File: src/verilog/psr_params.svh
// Offsets, field positions, reset values and timing counts for the PHY register pair.
// Assumes it is included by bare name before any module that uses the macros.
`ifndef PSR_PARAMS_SVH
`define PSR_PARAMS_SVH

// Management frame fields
`define PSR_PREAMBLE_BITS   32
`define PSR_OP_READ         2'b10
`define PSR_OP_WRITE        2'b01
`define PSR_START_CODE      2'b01
`define PSR_REG_CONTROL     5'h00
`define PSR_REG_STATUS      5'h01
`define PSR_PHY_BASE_RST    5'h01

// Control word bit positions
`define PSR_CTL_LOOPBACK    14
`define PSR_CTL_FORCE100    13
`define PSR_CTL_AUTONEG_ENABLE   12
`define PSR_CTL_POWER_DOWN  11
`define PSR_CTL_AN_RESTART  9
`define PSR_CTL_FULL_DUPLEX 8
`define PSR_CTL_XOVER_SEL   5
`define PSR_CTL_STRAIGHT    4
`define PSR_CTL_XOVER_DIS   3
`define PSR_CTL_FEF_DIS     2
`define PSR_CTL_TX_DIS      1
`define PSR_CTL_LED_DIS     0

// Status word bit positions
`define PSR_STA_CAP_LSB     11
`define PSR_STA_CAP_MSB     14
`define PSR_STA_AN_DONE     5
`define PSR_STA_FAR_FAULT   4
`define PSR_STA_AN_ABLE     3
`define PSR_STA_LINK        2

// Switch register offsets: global select base, then port 1 (port 2 adds the stride)
`define PSR_SW_GLOBAL13     8'h0f
`define PSR_SW_P1_FORCE     8'h1c
`define PSR_SW_P1_CTRL      8'h1d
`define PSR_SW_P1_STAT      8'h1e
`define PSR_SW_P1_SPEC      8'h1f
`define PSR_SW_PORT_STRIDE  8'h10

// Switch register bit positions
`define PSR_SW_AN_EN_BIT    7
`define PSR_SW_F100_BIT     6
`define PSR_SW_FDX_BIT      5
`define PSR_SW_LED_BIT      7
`define PSR_SW_TX_BIT       6
`define PSR_SW_RST_BIT      5
`define PSR_SW_FEF_BIT      4
`define PSR_SW_PD_BIT       3
`define PSR_SW_MDIX_BIT     2
`define PSR_SW_MDI_BIT      1
`define PSR_SW_LB_BIT       0
`define PSR_SW_XSEL_BIT     7
`define PSR_SW_FAULT_BIT    0
`define PSR_SW_DONE_BIT     6
`define PSR_SW_LINK_BIT     5
`define PSR_SW_BASE_LSB     3

// Reset values of stored control bits
`define PSR_RST_AUTONEG_ENABLE   1'b1
`define PSR_RST_XOVER_SEL   1'b1

`endif

File: src/verilog/psr_pkg.sv
// Types for the PHY basic control/status register pair.
// Assumes nothing beyond a SystemVerilog compiler.
package psr_pkg;
  typedef enum logic [2:0] {
    FS_PRE,
    FS_HDR,
    FS_TA,
    FS_RD,
    FS_WR
  } psr_frame_e;

  typedef logic [15:0] psr_word_t;
endpackage
File: src/verilog/psr_phy_basic_regs.sv
// PHY basic control and status registers for both PHYs, reached over management serial pins.
// Assumes mdc/mdio come from outside the clock domain; the switch register port and
// the PHY status inputs are on clk.
//
// Contract
// - PHY 1 answers at select code 1, PHY 2 at 2; both reprogrammable globally.
// - Control bit 14 enables far-end loopback; resets to zero.
// - Port 1 loopback wraps port 2 traffic; mirrors switch register 29 bit 0.
// - Port 2 loopback wraps port 1 traffic; mirrors switch register 45 bit 0.
// - Control bit 13 selects forced speed, one is 100 Mbps; resets zero.
// - Control bit 12 enables auto-negotiation; resets to one.
// - Control bit 11 powers the PHY down; resets to zero.
// - Control bit 9 restarts auto-negotiation; mirrors port control bit 5.
// - Control bit 8 selects forced duplex, one is full; resets zero.
// - Control bit 5 chooses crossover algorithm variant; resets to one.
// - Control bit 4 forces transmit on the receive pair.
// - Control bit 3 disables automatic crossover; resets to zero.
// - Control bit 2 disables far-end fault detection; only port 1 register 29.
// - Control bit 1 disables the transmitter; resets to zero.
// - Control bit 0 switches off the port LED; resets to zero.
// - Writable control bits alias switch registers; either path sees the other.
// - Status bits 14 to 11 always read one.
// - Status bit 15 always reads zero.
// - Status bit 0 always reads zero.
// - Status bit 5 shows auto-negotiation done, from port status bit 6.
// - Status bit 4 shows a detected far-end fault.
// - Status bit 3 tracks the auto-negotiation enable; resets one.
// - Status bit 2 shows link up, from port status bit 5.
`timescale 1ns/1ns
`include "psr_params.svh"

module psr_phy_basic_regs #(
  parameter int PREAMBLE_BITS = `PSR_PREAMBLE_BITS
) (
  input  wire logic       clk,
  input  wire logic       reset_n,
  input  wire logic       mdc,
  input  wire logic       mdioIn,
  output logic            mdioOut,
  output logic            mdioOe_n,
  input  wire logic       swWrEn,
  input  wire logic [7:0] swAddr,
  input  wire logic [7:0] swWdata,
  output logic      [7:0] swRdata,
  input  wire logic [1:0] linkUp,
  input  wire logic [1:0] autonegDone,
  input  wire logic [1:0] farEndFault,
  output logic      [1:0] loopbackEn,
  output logic      [1:0] force100,
  output logic      [1:0] autonegEnable,
  output logic      [1:0] powerDown,
  output logic      [1:0] autonegRestart,
  output logic      [1:0] fullDuplex,
  output logic      [1:0] crossoverAlgorithmSelect,
  output logic      [1:0] straightPairForce,
  output logic      [1:0] crossoverDisable,
  output logic            farEndFaultDisable,
  output logic      [1:0] txDisable,
  output logic      [1:0] ledDisable
);
  import psr_pkg::*;
  if (PREAMBLE_BITS < 1 || PREAMBLE_BITS > 63) begin : g_bad_preamble
    $error("PREAMBLE_BITS must lie in 1..63");
  end
  localparam logic [5:0] PRE_CNT = 6'(PREAMBLE_BITS);
  // Stored control bits, one per port; the far-end fault disable has a single bit, for port 1 only
  logic [1:0] lb_r, f100_r, anEn_r, pd_r, anRst_r, fdx_r;
  logic [1:0] xsel_r, mdi_r, mdixDis_r, txDis_r, ledDis_r;
  logic       fefDis_r;
  logic [4:0] phyBase_r;
  logic [7:0] swRdata_r;
  // Pin synchronisers and filtered levels
  logic [2:0] mdcSync_r, mdioSync_r;
  logic       mdcF_r, mdioF_r;
  logic       mdcRise;
  // Frame engine
  psr_frame_e state_r;
  logic [5:0]  preCnt_r;
  logic [3:0]  hdrCnt_r;
  logic [12:0] hdr_r;
  logic [3:0]  bitCnt_r;
  logic        opRead_r, hit_r, port_r;
  logic [4:0]  regIdx_r;
  psr_word_t   shift_r;
  logic        mdWrite_r;
  logic        mdPort_r;
  psr_word_t   mdWdata_r;
  logic        mdioOut_r, mdioOeN_r;
  psr_word_t ctrlWord [2];
  psr_word_t statWord [2];
  logic [13:0] hdrFull;
  logic [4:0]  phy1Code, phy2Code;
  logic        hdrHit, hdrPort;
  psr_word_t   readWord;
  function automatic logic [7:0] portAddr(input logic pSel, input logic [7:0] a);
    portAddr = a + (pSel ? `PSR_SW_PORT_STRIDE : 8'h00);
  endfunction
  // Three-stage synchronisers; a change counts once stages two and three agree
  always_ff @(posedge clk or negedge reset_n) begin
    if (!reset_n) begin
      mdcSync_r  <= 3'h0;
      mdioSync_r <= 3'h7;
    end else begin
      mdcSync_r  <= {mdcSync_r[1:0], mdc};
      mdioSync_r <= {mdioSync_r[1:0], mdioIn};
    end
  end

  always_ff @(posedge clk or negedge reset_n) begin
    if (!reset_n) begin
      mdcF_r  <= 1'b0;
      mdioF_r <= 1'b1;
    end else begin
      if (mdcSync_r[1] == mdcSync_r[2]) begin
        mdcF_r <= mdcSync_r[2];
      end
      if (mdioSync_r[1] == mdioSync_r[2]) begin
        mdioF_r <= mdioSync_r[2];
      end
    end
  end
  assign mdcRise = (mdcSync_r[1] == mdcSync_r[2]) && mdcSync_r[2] && !mdcF_r;
  // Register words as seen by the management station
  always_comb begin
    for (int p = 0; p < 2; p++) begin
      ctrlWord[p] = 16'h0000;
      ctrlWord[p][`PSR_CTL_LOOPBACK]    = lb_r[p];
      ctrlWord[p][`PSR_CTL_FORCE100]    = f100_r[p];
      ctrlWord[p][`PSR_CTL_AUTONEG_ENABLE]   = anEn_r[p];
      ctrlWord[p][`PSR_CTL_POWER_DOWN]  = pd_r[p];
      ctrlWord[p][`PSR_CTL_AN_RESTART]  = anRst_r[p];
      ctrlWord[p][`PSR_CTL_FULL_DUPLEX] = fdx_r[p];
      ctrlWord[p][`PSR_CTL_XOVER_SEL]   = xsel_r[p];
      ctrlWord[p][`PSR_CTL_STRAIGHT]    = mdi_r[p];
      ctrlWord[p][`PSR_CTL_XOVER_DIS]   = mdixDis_r[p];
      ctrlWord[p][`PSR_CTL_FEF_DIS]     = (p == 0) ? fefDis_r : 1'b0;
      ctrlWord[p][`PSR_CTL_TX_DIS]      = txDis_r[p];
      ctrlWord[p][`PSR_CTL_LED_DIS]     = ledDis_r[p];
      statWord[p] = 16'h0000;
      statWord[p][`PSR_STA_CAP_MSB:`PSR_STA_CAP_LSB] = 4'hf;
      statWord[p][`PSR_STA_AN_DONE]   = autonegDone[p];
      statWord[p][`PSR_STA_FAR_FAULT] = farEndFault[p] && !((p == 0) && fefDis_r);
      statWord[p][`PSR_STA_AN_ABLE]   = anEn_r[p];
      statWord[p][`PSR_STA_LINK]      = linkUp[p];
    end
  end
  // Header decode; PHY 2 answers one above the programmable base
  assign hdrFull  = {hdr_r, mdioF_r};
  assign phy1Code = phyBase_r;
  assign phy2Code = phyBase_r + 5'h01;
  assign hdrHit   = (hdrFull[9:5] == phy1Code) || (hdrFull[9:5] == phy2Code);
  assign hdrPort  = (hdrFull[9:5] == phy2Code);
  always_comb begin
    readWord = 16'h0000;
    if (regIdx_r == `PSR_REG_CONTROL) begin
      readWord = ctrlWord[port_r];
    end else if (regIdx_r == `PSR_REG_STATUS) begin
      readWord = statWord[port_r];
    end
  end

  // Management frame engine, advanced on each filtered mdc rising edge
  always_ff @(posedge clk or negedge reset_n) begin
    if (!reset_n) begin
      state_r   <= FS_PRE;
      preCnt_r  <= 6'h00;
      hdrCnt_r  <= 4'h0;
      hdr_r     <= 13'h0000;
      bitCnt_r  <= 4'h0;
      opRead_r  <= 1'b0;
      hit_r     <= 1'b0;
      port_r    <= 1'b0;
      regIdx_r  <= 5'h00;
      shift_r   <= 16'h0000;
      mdWrite_r <= 1'b0;
      mdPort_r  <= 1'b0;
      mdWdata_r <= 16'h0000;
      mdioOut_r <= 1'b1;
      mdioOeN_r <= 1'b1;
    end else begin
      mdWrite_r <= 1'b0;
      if (mdcRise) begin
        unique case (state_r)
          FS_PRE: begin
            if (mdioF_r) begin
              if (preCnt_r < PRE_CNT) begin
                preCnt_r <= preCnt_r + 6'h01;
              end
            end else if (preCnt_r >= PRE_CNT) begin
              state_r  <= FS_HDR;
              hdr_r    <= 13'h0000;
              hdrCnt_r <= 4'h1;
            end else begin
              preCnt_r <= 6'h00;
            end
          end
          FS_HDR: begin
            hdr_r    <= hdrFull[12:0];
            hdrCnt_r <= hdrCnt_r + 4'h1;
            if (hdrCnt_r == 4'hd) begin
              preCnt_r <= 6'h00;
              bitCnt_r <= 4'h0;
              opRead_r <= (hdrFull[11:10] == `PSR_OP_READ);
              hit_r    <= hdrHit;
              port_r   <= hdrPort;
              regIdx_r <= hdrFull[4:0];
              if (hdrFull[13:12] == `PSR_START_CODE &&
                  (hdrFull[11:10] == `PSR_OP_READ || hdrFull[11:10] == `PSR_OP_WRITE)) begin
                state_r <= FS_TA;
              end else begin
                state_r <= FS_PRE;
              end
            end
          end
          FS_TA: begin
            if (bitCnt_r == 4'h0) begin
              bitCnt_r <= 4'h1;
              if (opRead_r && hit_r) begin
                mdioOut_r <= 1'b0;
                mdioOeN_r <= 1'b0;
              end
            end else begin
              bitCnt_r <= 4'h0;
              state_r  <= opRead_r ? FS_RD : FS_WR;
              if (opRead_r && hit_r) begin
                mdioOut_r <= readWord[15];
                shift_r   <= {readWord[14:0], 1'b0};
              end
            end
          end
          FS_RD: begin
            bitCnt_r <= bitCnt_r + 4'h1;
            if (bitCnt_r == 4'hf) begin
              mdioOut_r <= 1'b1;
              mdioOeN_r <= 1'b1;
              state_r   <= FS_PRE;
            end else begin
              mdioOut_r <= shift_r[15];
              shift_r   <= {shift_r[14:0], 1'b0};
            end
          end
          FS_WR: begin
            bitCnt_r <= bitCnt_r + 4'h1;
            shift_r  <= {shift_r[14:0], mdioF_r};
            if (bitCnt_r == 4'hf) begin
              state_r   <= FS_PRE;
              mdWrite_r <= hit_r && (regIdx_r == `PSR_REG_CONTROL);
              mdPort_r  <= port_r;
              mdWdata_r <= {shift_r[14:0], mdioF_r};
            end
          end
        endcase
      end
    end
  end

  // Control bits shared by both paths; a same-cycle management write wins
  always_ff @(posedge clk or negedge reset_n) begin
    if (!reset_n) begin
      lb_r      <= 2'b00;
      f100_r    <= 2'b00;
      anEn_r    <= {2{`PSR_RST_AUTONEG_ENABLE}};
      pd_r      <= 2'b00;
      anRst_r   <= 2'b00;
      fdx_r     <= 2'b00;
      xsel_r    <= {2{`PSR_RST_XOVER_SEL}};
      mdi_r     <= 2'b00;
      mdixDis_r <= 2'b00;
      txDis_r   <= 2'b00;
      ledDis_r  <= 2'b00;
      fefDis_r  <= 1'b0;
    end else begin
      for (int p = 0; p < 2; p++) begin
        if (swWrEn && swAddr == portAddr(1'(p), `PSR_SW_P1_FORCE)) begin
          anEn_r[p] <= swWdata[`PSR_SW_AN_EN_BIT];
          f100_r[p] <= swWdata[`PSR_SW_F100_BIT];
          fdx_r[p]  <= swWdata[`PSR_SW_FDX_BIT];
        end
        if (swWrEn && swAddr == portAddr(1'(p), `PSR_SW_P1_CTRL)) begin
          ledDis_r[p]  <= swWdata[`PSR_SW_LED_BIT];
          txDis_r[p]   <= swWdata[`PSR_SW_TX_BIT];
          anRst_r[p]   <= swWdata[`PSR_SW_RST_BIT];
          pd_r[p]      <= swWdata[`PSR_SW_PD_BIT];
          mdixDis_r[p] <= swWdata[`PSR_SW_MDIX_BIT];
          mdi_r[p]     <= swWdata[`PSR_SW_MDI_BIT];
          lb_r[p]      <= swWdata[`PSR_SW_LB_BIT];
          if (p == 0) begin
            fefDis_r <= swWdata[`PSR_SW_FEF_BIT];
          end
        end
        if (swWrEn && swAddr == portAddr(1'(p), `PSR_SW_P1_SPEC)) begin
          xsel_r[p] <= swWdata[`PSR_SW_XSEL_BIT];
        end
        if (mdWrite_r && mdPort_r == 1'(p)) begin
          lb_r[p]      <= mdWdata_r[`PSR_CTL_LOOPBACK];
          f100_r[p]    <= mdWdata_r[`PSR_CTL_FORCE100];
          anEn_r[p]    <= mdWdata_r[`PSR_CTL_AUTONEG_ENABLE];
          pd_r[p]      <= mdWdata_r[`PSR_CTL_POWER_DOWN];
          anRst_r[p]   <= mdWdata_r[`PSR_CTL_AN_RESTART];
          fdx_r[p]     <= mdWdata_r[`PSR_CTL_FULL_DUPLEX];
          xsel_r[p]    <= mdWdata_r[`PSR_CTL_XOVER_SEL];
          mdi_r[p]     <= mdWdata_r[`PSR_CTL_STRAIGHT];
          mdixDis_r[p] <= mdWdata_r[`PSR_CTL_XOVER_DIS];
          txDis_r[p]   <= mdWdata_r[`PSR_CTL_TX_DIS];
          ledDis_r[p]  <= mdWdata_r[`PSR_CTL_LED_DIS];
          if (p == 0) begin
            fefDis_r <= mdWdata_r[`PSR_CTL_FEF_DIS];
          end
        end
      end
    end
  end

  // Global select code base
  always_ff @(posedge clk or negedge reset_n) begin
    if (!reset_n) begin
      phyBase_r <= `PSR_PHY_BASE_RST;
    end else if (swWrEn && swAddr == `PSR_SW_GLOBAL13) begin
      phyBase_r <= swWdata[`PSR_SW_BASE_LSB +: 5];
    end
  end

  // Switch-side read data, registered every cycle from the presented address
  always_ff @(posedge clk or negedge reset_n) begin
    if (!reset_n) begin
      swRdata_r <= 8'h00;
    end else begin
      swRdata_r <= 8'h00;
      if (swAddr == `PSR_SW_GLOBAL13) begin
        swRdata_r <= {phyBase_r, 3'h0};
      end
      for (int p = 0; p < 2; p++) begin
        if (swAddr == portAddr(1'(p), `PSR_SW_P1_FORCE)) begin
          swRdata_r <= {anEn_r[p], f100_r[p], fdx_r[p], 5'h00};
        end
        if (swAddr == portAddr(1'(p), `PSR_SW_P1_CTRL)) begin
          swRdata_r <= {ledDis_r[p], txDis_r[p], anRst_r[p], (p == 0) && fefDis_r,
                        pd_r[p], mdixDis_r[p], mdi_r[p], lb_r[p]};
        end
        if (swAddr == portAddr(1'(p), `PSR_SW_P1_STAT)) begin
          swRdata_r <= {1'b0, autonegDone[p], linkUp[p], 5'h00};
        end
        if (swAddr == portAddr(1'(p), `PSR_SW_P1_SPEC)) begin
          swRdata_r <= {xsel_r[p], 6'h00, farEndFault[p]};
        end
      end
    end
  end

  assign swRdata                  = swRdata_r;
  assign mdioOut                  = mdioOut_r;
  assign mdioOe_n                 = mdioOeN_r;
  assign loopbackEn               = lb_r;
  assign force100                 = f100_r;
  assign autonegEnable            = anEn_r;
  assign powerDown                = pd_r;
  assign autonegRestart           = anRst_r;
  assign fullDuplex               = fdx_r;
  assign crossoverAlgorithmSelect = xsel_r;
  assign straightPairForce        = mdi_r;
  assign crossoverDisable         = mdixDis_r;
  assign farEndFaultDisable       = fefDis_r;
  assign txDisable                = txDis_r;
  assign ledDisable               = ledDis_r;

endmodule

File: config.mk
export PLATFORM = sky130hd
export DESIGN_NAME = psr_phy_basic_regs
export DESIGN_NICKNAME = d
export VERILOG_FILES = /design/src/verilog/psr_pkg.sv /design/src/verilog/psr_phy_basic_regs.sv
export VERILOG_INCLUDE_DIRS = /design/src /design/src/verilog
export SDC_FILE = /design/constraint.sdc
export NUM_CORES = 1
export LEC_CHECK = 0
export ABC_CLOCK_PERIOD_IN_PS = 2100
export BUFFER_PORTS_ARGS = -buffer_cell sky130_fd_sc_hd__clkbuf_2
export CAP_MARGIN = 20
export CORE_MARGIN = 3
export CORE_UTILIZATION = 59
export CTS_CLUSTER_SIZE = 8
export DETAILED_ROUTE_END_ITERATION = 12
export PLACE_DENSITY = 0.9
export SLEW_MARGIN = 5
export SYNTH_ARGS = -nofsm -noshare
export SYNTH_HDL_FRONTEND = slang
export SYNTH_SLANG_ARGS = --single-unit
File: constraint.sdc
create_clock -name clk -period 2.1 [get_ports clk]
set_input_delay 0.42 -clock clk [delete_from_list [all_inputs] [get_ports clk]]
set_output_delay 0.42 -clock clk [all_outputs]
set_load 0.05 [all_outputs]
==> results.cfg <==
[route]
final_antenna_net_count = 0
route.detailed.drc = 0
wire_per_inst_um = 18.3
dr.pass1.iters = 6
vias = 4857
wl_mm = 14.3
drt_iter0_markers = 421
viasPerCell = 6.19

[die]
pin_count = 60
core_mm2 = 0.00933
placementRows = 35
die_w_um = 104
dieHeight_um = 104
initial_core_util = 0.611
dieArea_mm2 = 0.0109

[pwr]
power-per-cell-area_mw_per_mm2 = 796
p_leak_nw = 3.00
power_mw = 5.39
ir_drop_mv = 0.674

[layout]
multiInputGateArea_mm2 = 0.00266
fill_cells = 651
num_antenna_cells = 0
area_growth_pct = 18.9
utilization = 0.726
regArea_mm2 = 0.00287
fin_nets = 679
drive_gt1_frac = 0.244

[synthesis]
netlist_instances = 572
synth-xor-area-share = 0.0123
synth_ff_type = dfrtp_1
synth_compound_area_frac = 0.145
synthMuxAreaShare = 0.118
ys_seq_elements = 114
async_flop_share = 1.00
avgSynthCellArea_um2 = 9.96
yosysUniqueCellTypes = 61
synth_enable_flop_cells = 0
synth_area_mm2 = 0.00570
synth_top_family_by_area = simple AND/OR/NAND/NOR gates
yosys.area_share.adder = 0.0215
synth_warnings = 0
synth-simple-area-share = 0.170
syn_nets = 608
ys_seq_area_frac = 0.503

[grt]
overflow = 0
grt_antenna_before_repair = 0
grt_pass1_wl_mm = 24.1
grt_max_degree = 115
grt_use_total = 0.277
grt_pass1_vias = 4917

[sta]
maxSlewViolCount = 0
finalSetupTns_ns = 0
rsz0062_at_grt = no
worst_pin_slew_ns = 0.739
clock.fmax_ghz = 0.515
relSlewSlack = 0.507
finalCriticalPeriod_ns = 1.94
hold_violations = 23
fin_skew_ns = 0.00917
hold_ws_ns = -0.0614
post-route-period-util = 0.925
setup_viol = 0

[cts]
cts-root-buf = clkbuf_8
cts_buffers = 17
cts.sinks = 114
htree_levels = 4
clk_pin_slew_worst_paths_ns = 0.06
clockBufferDepth = 2
clkLatencyLatePin_ns = 0.52
cts_tree = yes

[placement]
place_congestion = 0.942
post-dp-hpwl_mm = 9.56
numPortBuffers = 59

[status]
status = finished with violations
violations = hold timing

[job]
maxCapViolCount = 0

[setup_path]
critPathLaunch = state_r[1]
r2r_setup_slack_ns = 0.16
end_kind = flop
rr_startpoint = state_r[1]
criticalPathCategory = reg -> reg
cp.required_ns = 2.49
worst-path-max-fanout = 12
cp-start-kind = flop
cp.arrival_ns = 2.33

[worst_hold_path]
hp-class = in -> async
-- placed cells by master (no fill, tap or decap), types with 6 or more instances in the layout --
cell type  Yosys  layout
dfrtp_1      103     103
nand2_1       99      99
o21ai_0       68      67
clkbuf_2       0      58
mux2i_1       31      31
mux2_2        26      26
nor2_1        21      21
a21oi_1       21      21
buf_4          0      20
nand3_1       18      18
clkbuf_16      0      16
nor3_1        13      13
inv_1         12      12
nor2b_1       11      11
dfstp_2       11      11
ha_1           9       9
o21ai_1        7       8
clkinv_2       0       8
a22oi_1        7       7
nand2b_1       6       6
-- cell usage after synthesis, drive strengths merged (2+ instances only) --
library cell / number / share of area
inv: 13 / 0.0086
and3: 3 / 0.0033
a31oi: 2 / 0.0022
mux4: 3 / 0.012
clkbuf: 23 / 0.015
nor2b: 11 / 0.012
o21ai: 75 / 0.066
a211oi: 5 / 0.0066
dfstp: 11 / 0.051
mux2i: 31 / 0.054
nor3: 15 / 0.017
nor3b: 6 / 0.0088
or4: 3 / 0.0042
nor4: 3 / 0.0033
nor2: 22 / 0.015
a2bb2oi: 4 / 0.0062
buf: 6 / 0.0064
a22oi: 7 / 0.0092
o211ai: 3 / 0.0040
nand2: 99 / 0.065
or4b: 2 / 0.0042
xor2: 5 / 0.0077
ha: 9 / 0.020
or2: 2 / 0.0022
mux2: 26 / 0.051
nand2b: 6 / 0.0066
nand4: 2 / 0.0022
a21oi: 21 / 0.018
dfrtp: 103 / 0.45
xnor2: 3 / 0.0046
o311ai: 2 / 0.0031
nand3: 18 / 0.016
a22o: 4 / 0.0062
o31ai: 5 / 0.0066
-- final timing paths --
check | endpoint | depth (start not counted)
setup / recovery | shift_r[12] | 6
hold / removal | swRdata[1] | 2
setup reg to reg | shift_r[12] | 6
hold reg to reg | mdcSync_r[1] | 0
max in group asynchronous | mdcSync_r[2] | 2
min in group clk | phy1Code[1] | 2
-- through the flow --
step / instances / instance area (µm²) / hold slack, ns / worst slack [ns]
floorplan: 572 / 5700 / 0.124 / 0.218
global placement: 751 / 6190 / 0.335 / 0.151
detailed placement: 751 / 6190 / 0.344 / 0.0942
CTS: 785 / 6770 / 0.00835 / 0.167
global route: 785 / 6770 / 0.0384 / 0.0267
finish: 785 / 6770 / -0.0614 / 0.158
-- cell type report --
cell class	count	area share
clock inverter	12	0.0170
clock buffer	20	0.0643
tap	129	0.0238
multi-input combinational	416	0.393
timing repair buffer	81	0.0710
inverter	13	0.00721
sequential	114	0.423
-- critical path, cell delays in order, from the launching register on --
cell and delay (ns):
dfrtp_1 0.50, or3b_2 0.53, nand2_1 0.27, buf_4 0.23
nor3_1 0.06, a21oi_1 0.13, o21ai_0 0.08
-- routing by layer --
layer / vias to the layer above / wire [µm] / GRT usage
met5: - / 0 / 0
met4: 0 / 510 / 0.132
met3: 53 / 1140 / 0.0683
met2: 261 / 7290 / 0.463
met1: 2354 / 5400 / 0.337
li1: 2189 / - / -
-- registers in the layout, indices dropped and copies added, names as in the netlist, 4 cells and up --
signal	flops
shift_r	16
swRdata	8
bitCnt_r	4
phy1Code	5
regIdx_r	5
hdrCnt_r	4
preCnt_r	6
mdWdata_r	12
hdr_r	13
-- cell families (layout without fill, tap and decap cells) --
kind of cell / Yosys count / after routing
XOR/XNOR: 8 / 8
flip-flops: 114 / 114
buffers and inverters: 42 / 126
adder cells (fa/ha/maj): 10 / 10
multiplexers: 60 / 60
AO/OA/AOI/OAI: 139 / 139
AND/OR/NAND/NOR: 199 / 199
-- report_power, final --
part	internal [mW]	total, mW	switching [mW]
registers	2.26	2.33	0.0693
logic	0.121	0.377	0.256
clock network	1.70	2.68	0.983
total	4.08	5.39	1.31
-- repair_timing --
action | in CTS | in global routing
hold buffers | 2 | 0
endpoints found under the setup margin | 0 | 1
hold endpoints to repair | 2 | 0
setup buffers | 0 | 0
resized for setup | 0 | 1
No activity file was read; power rests on OpenSTA's default activity.
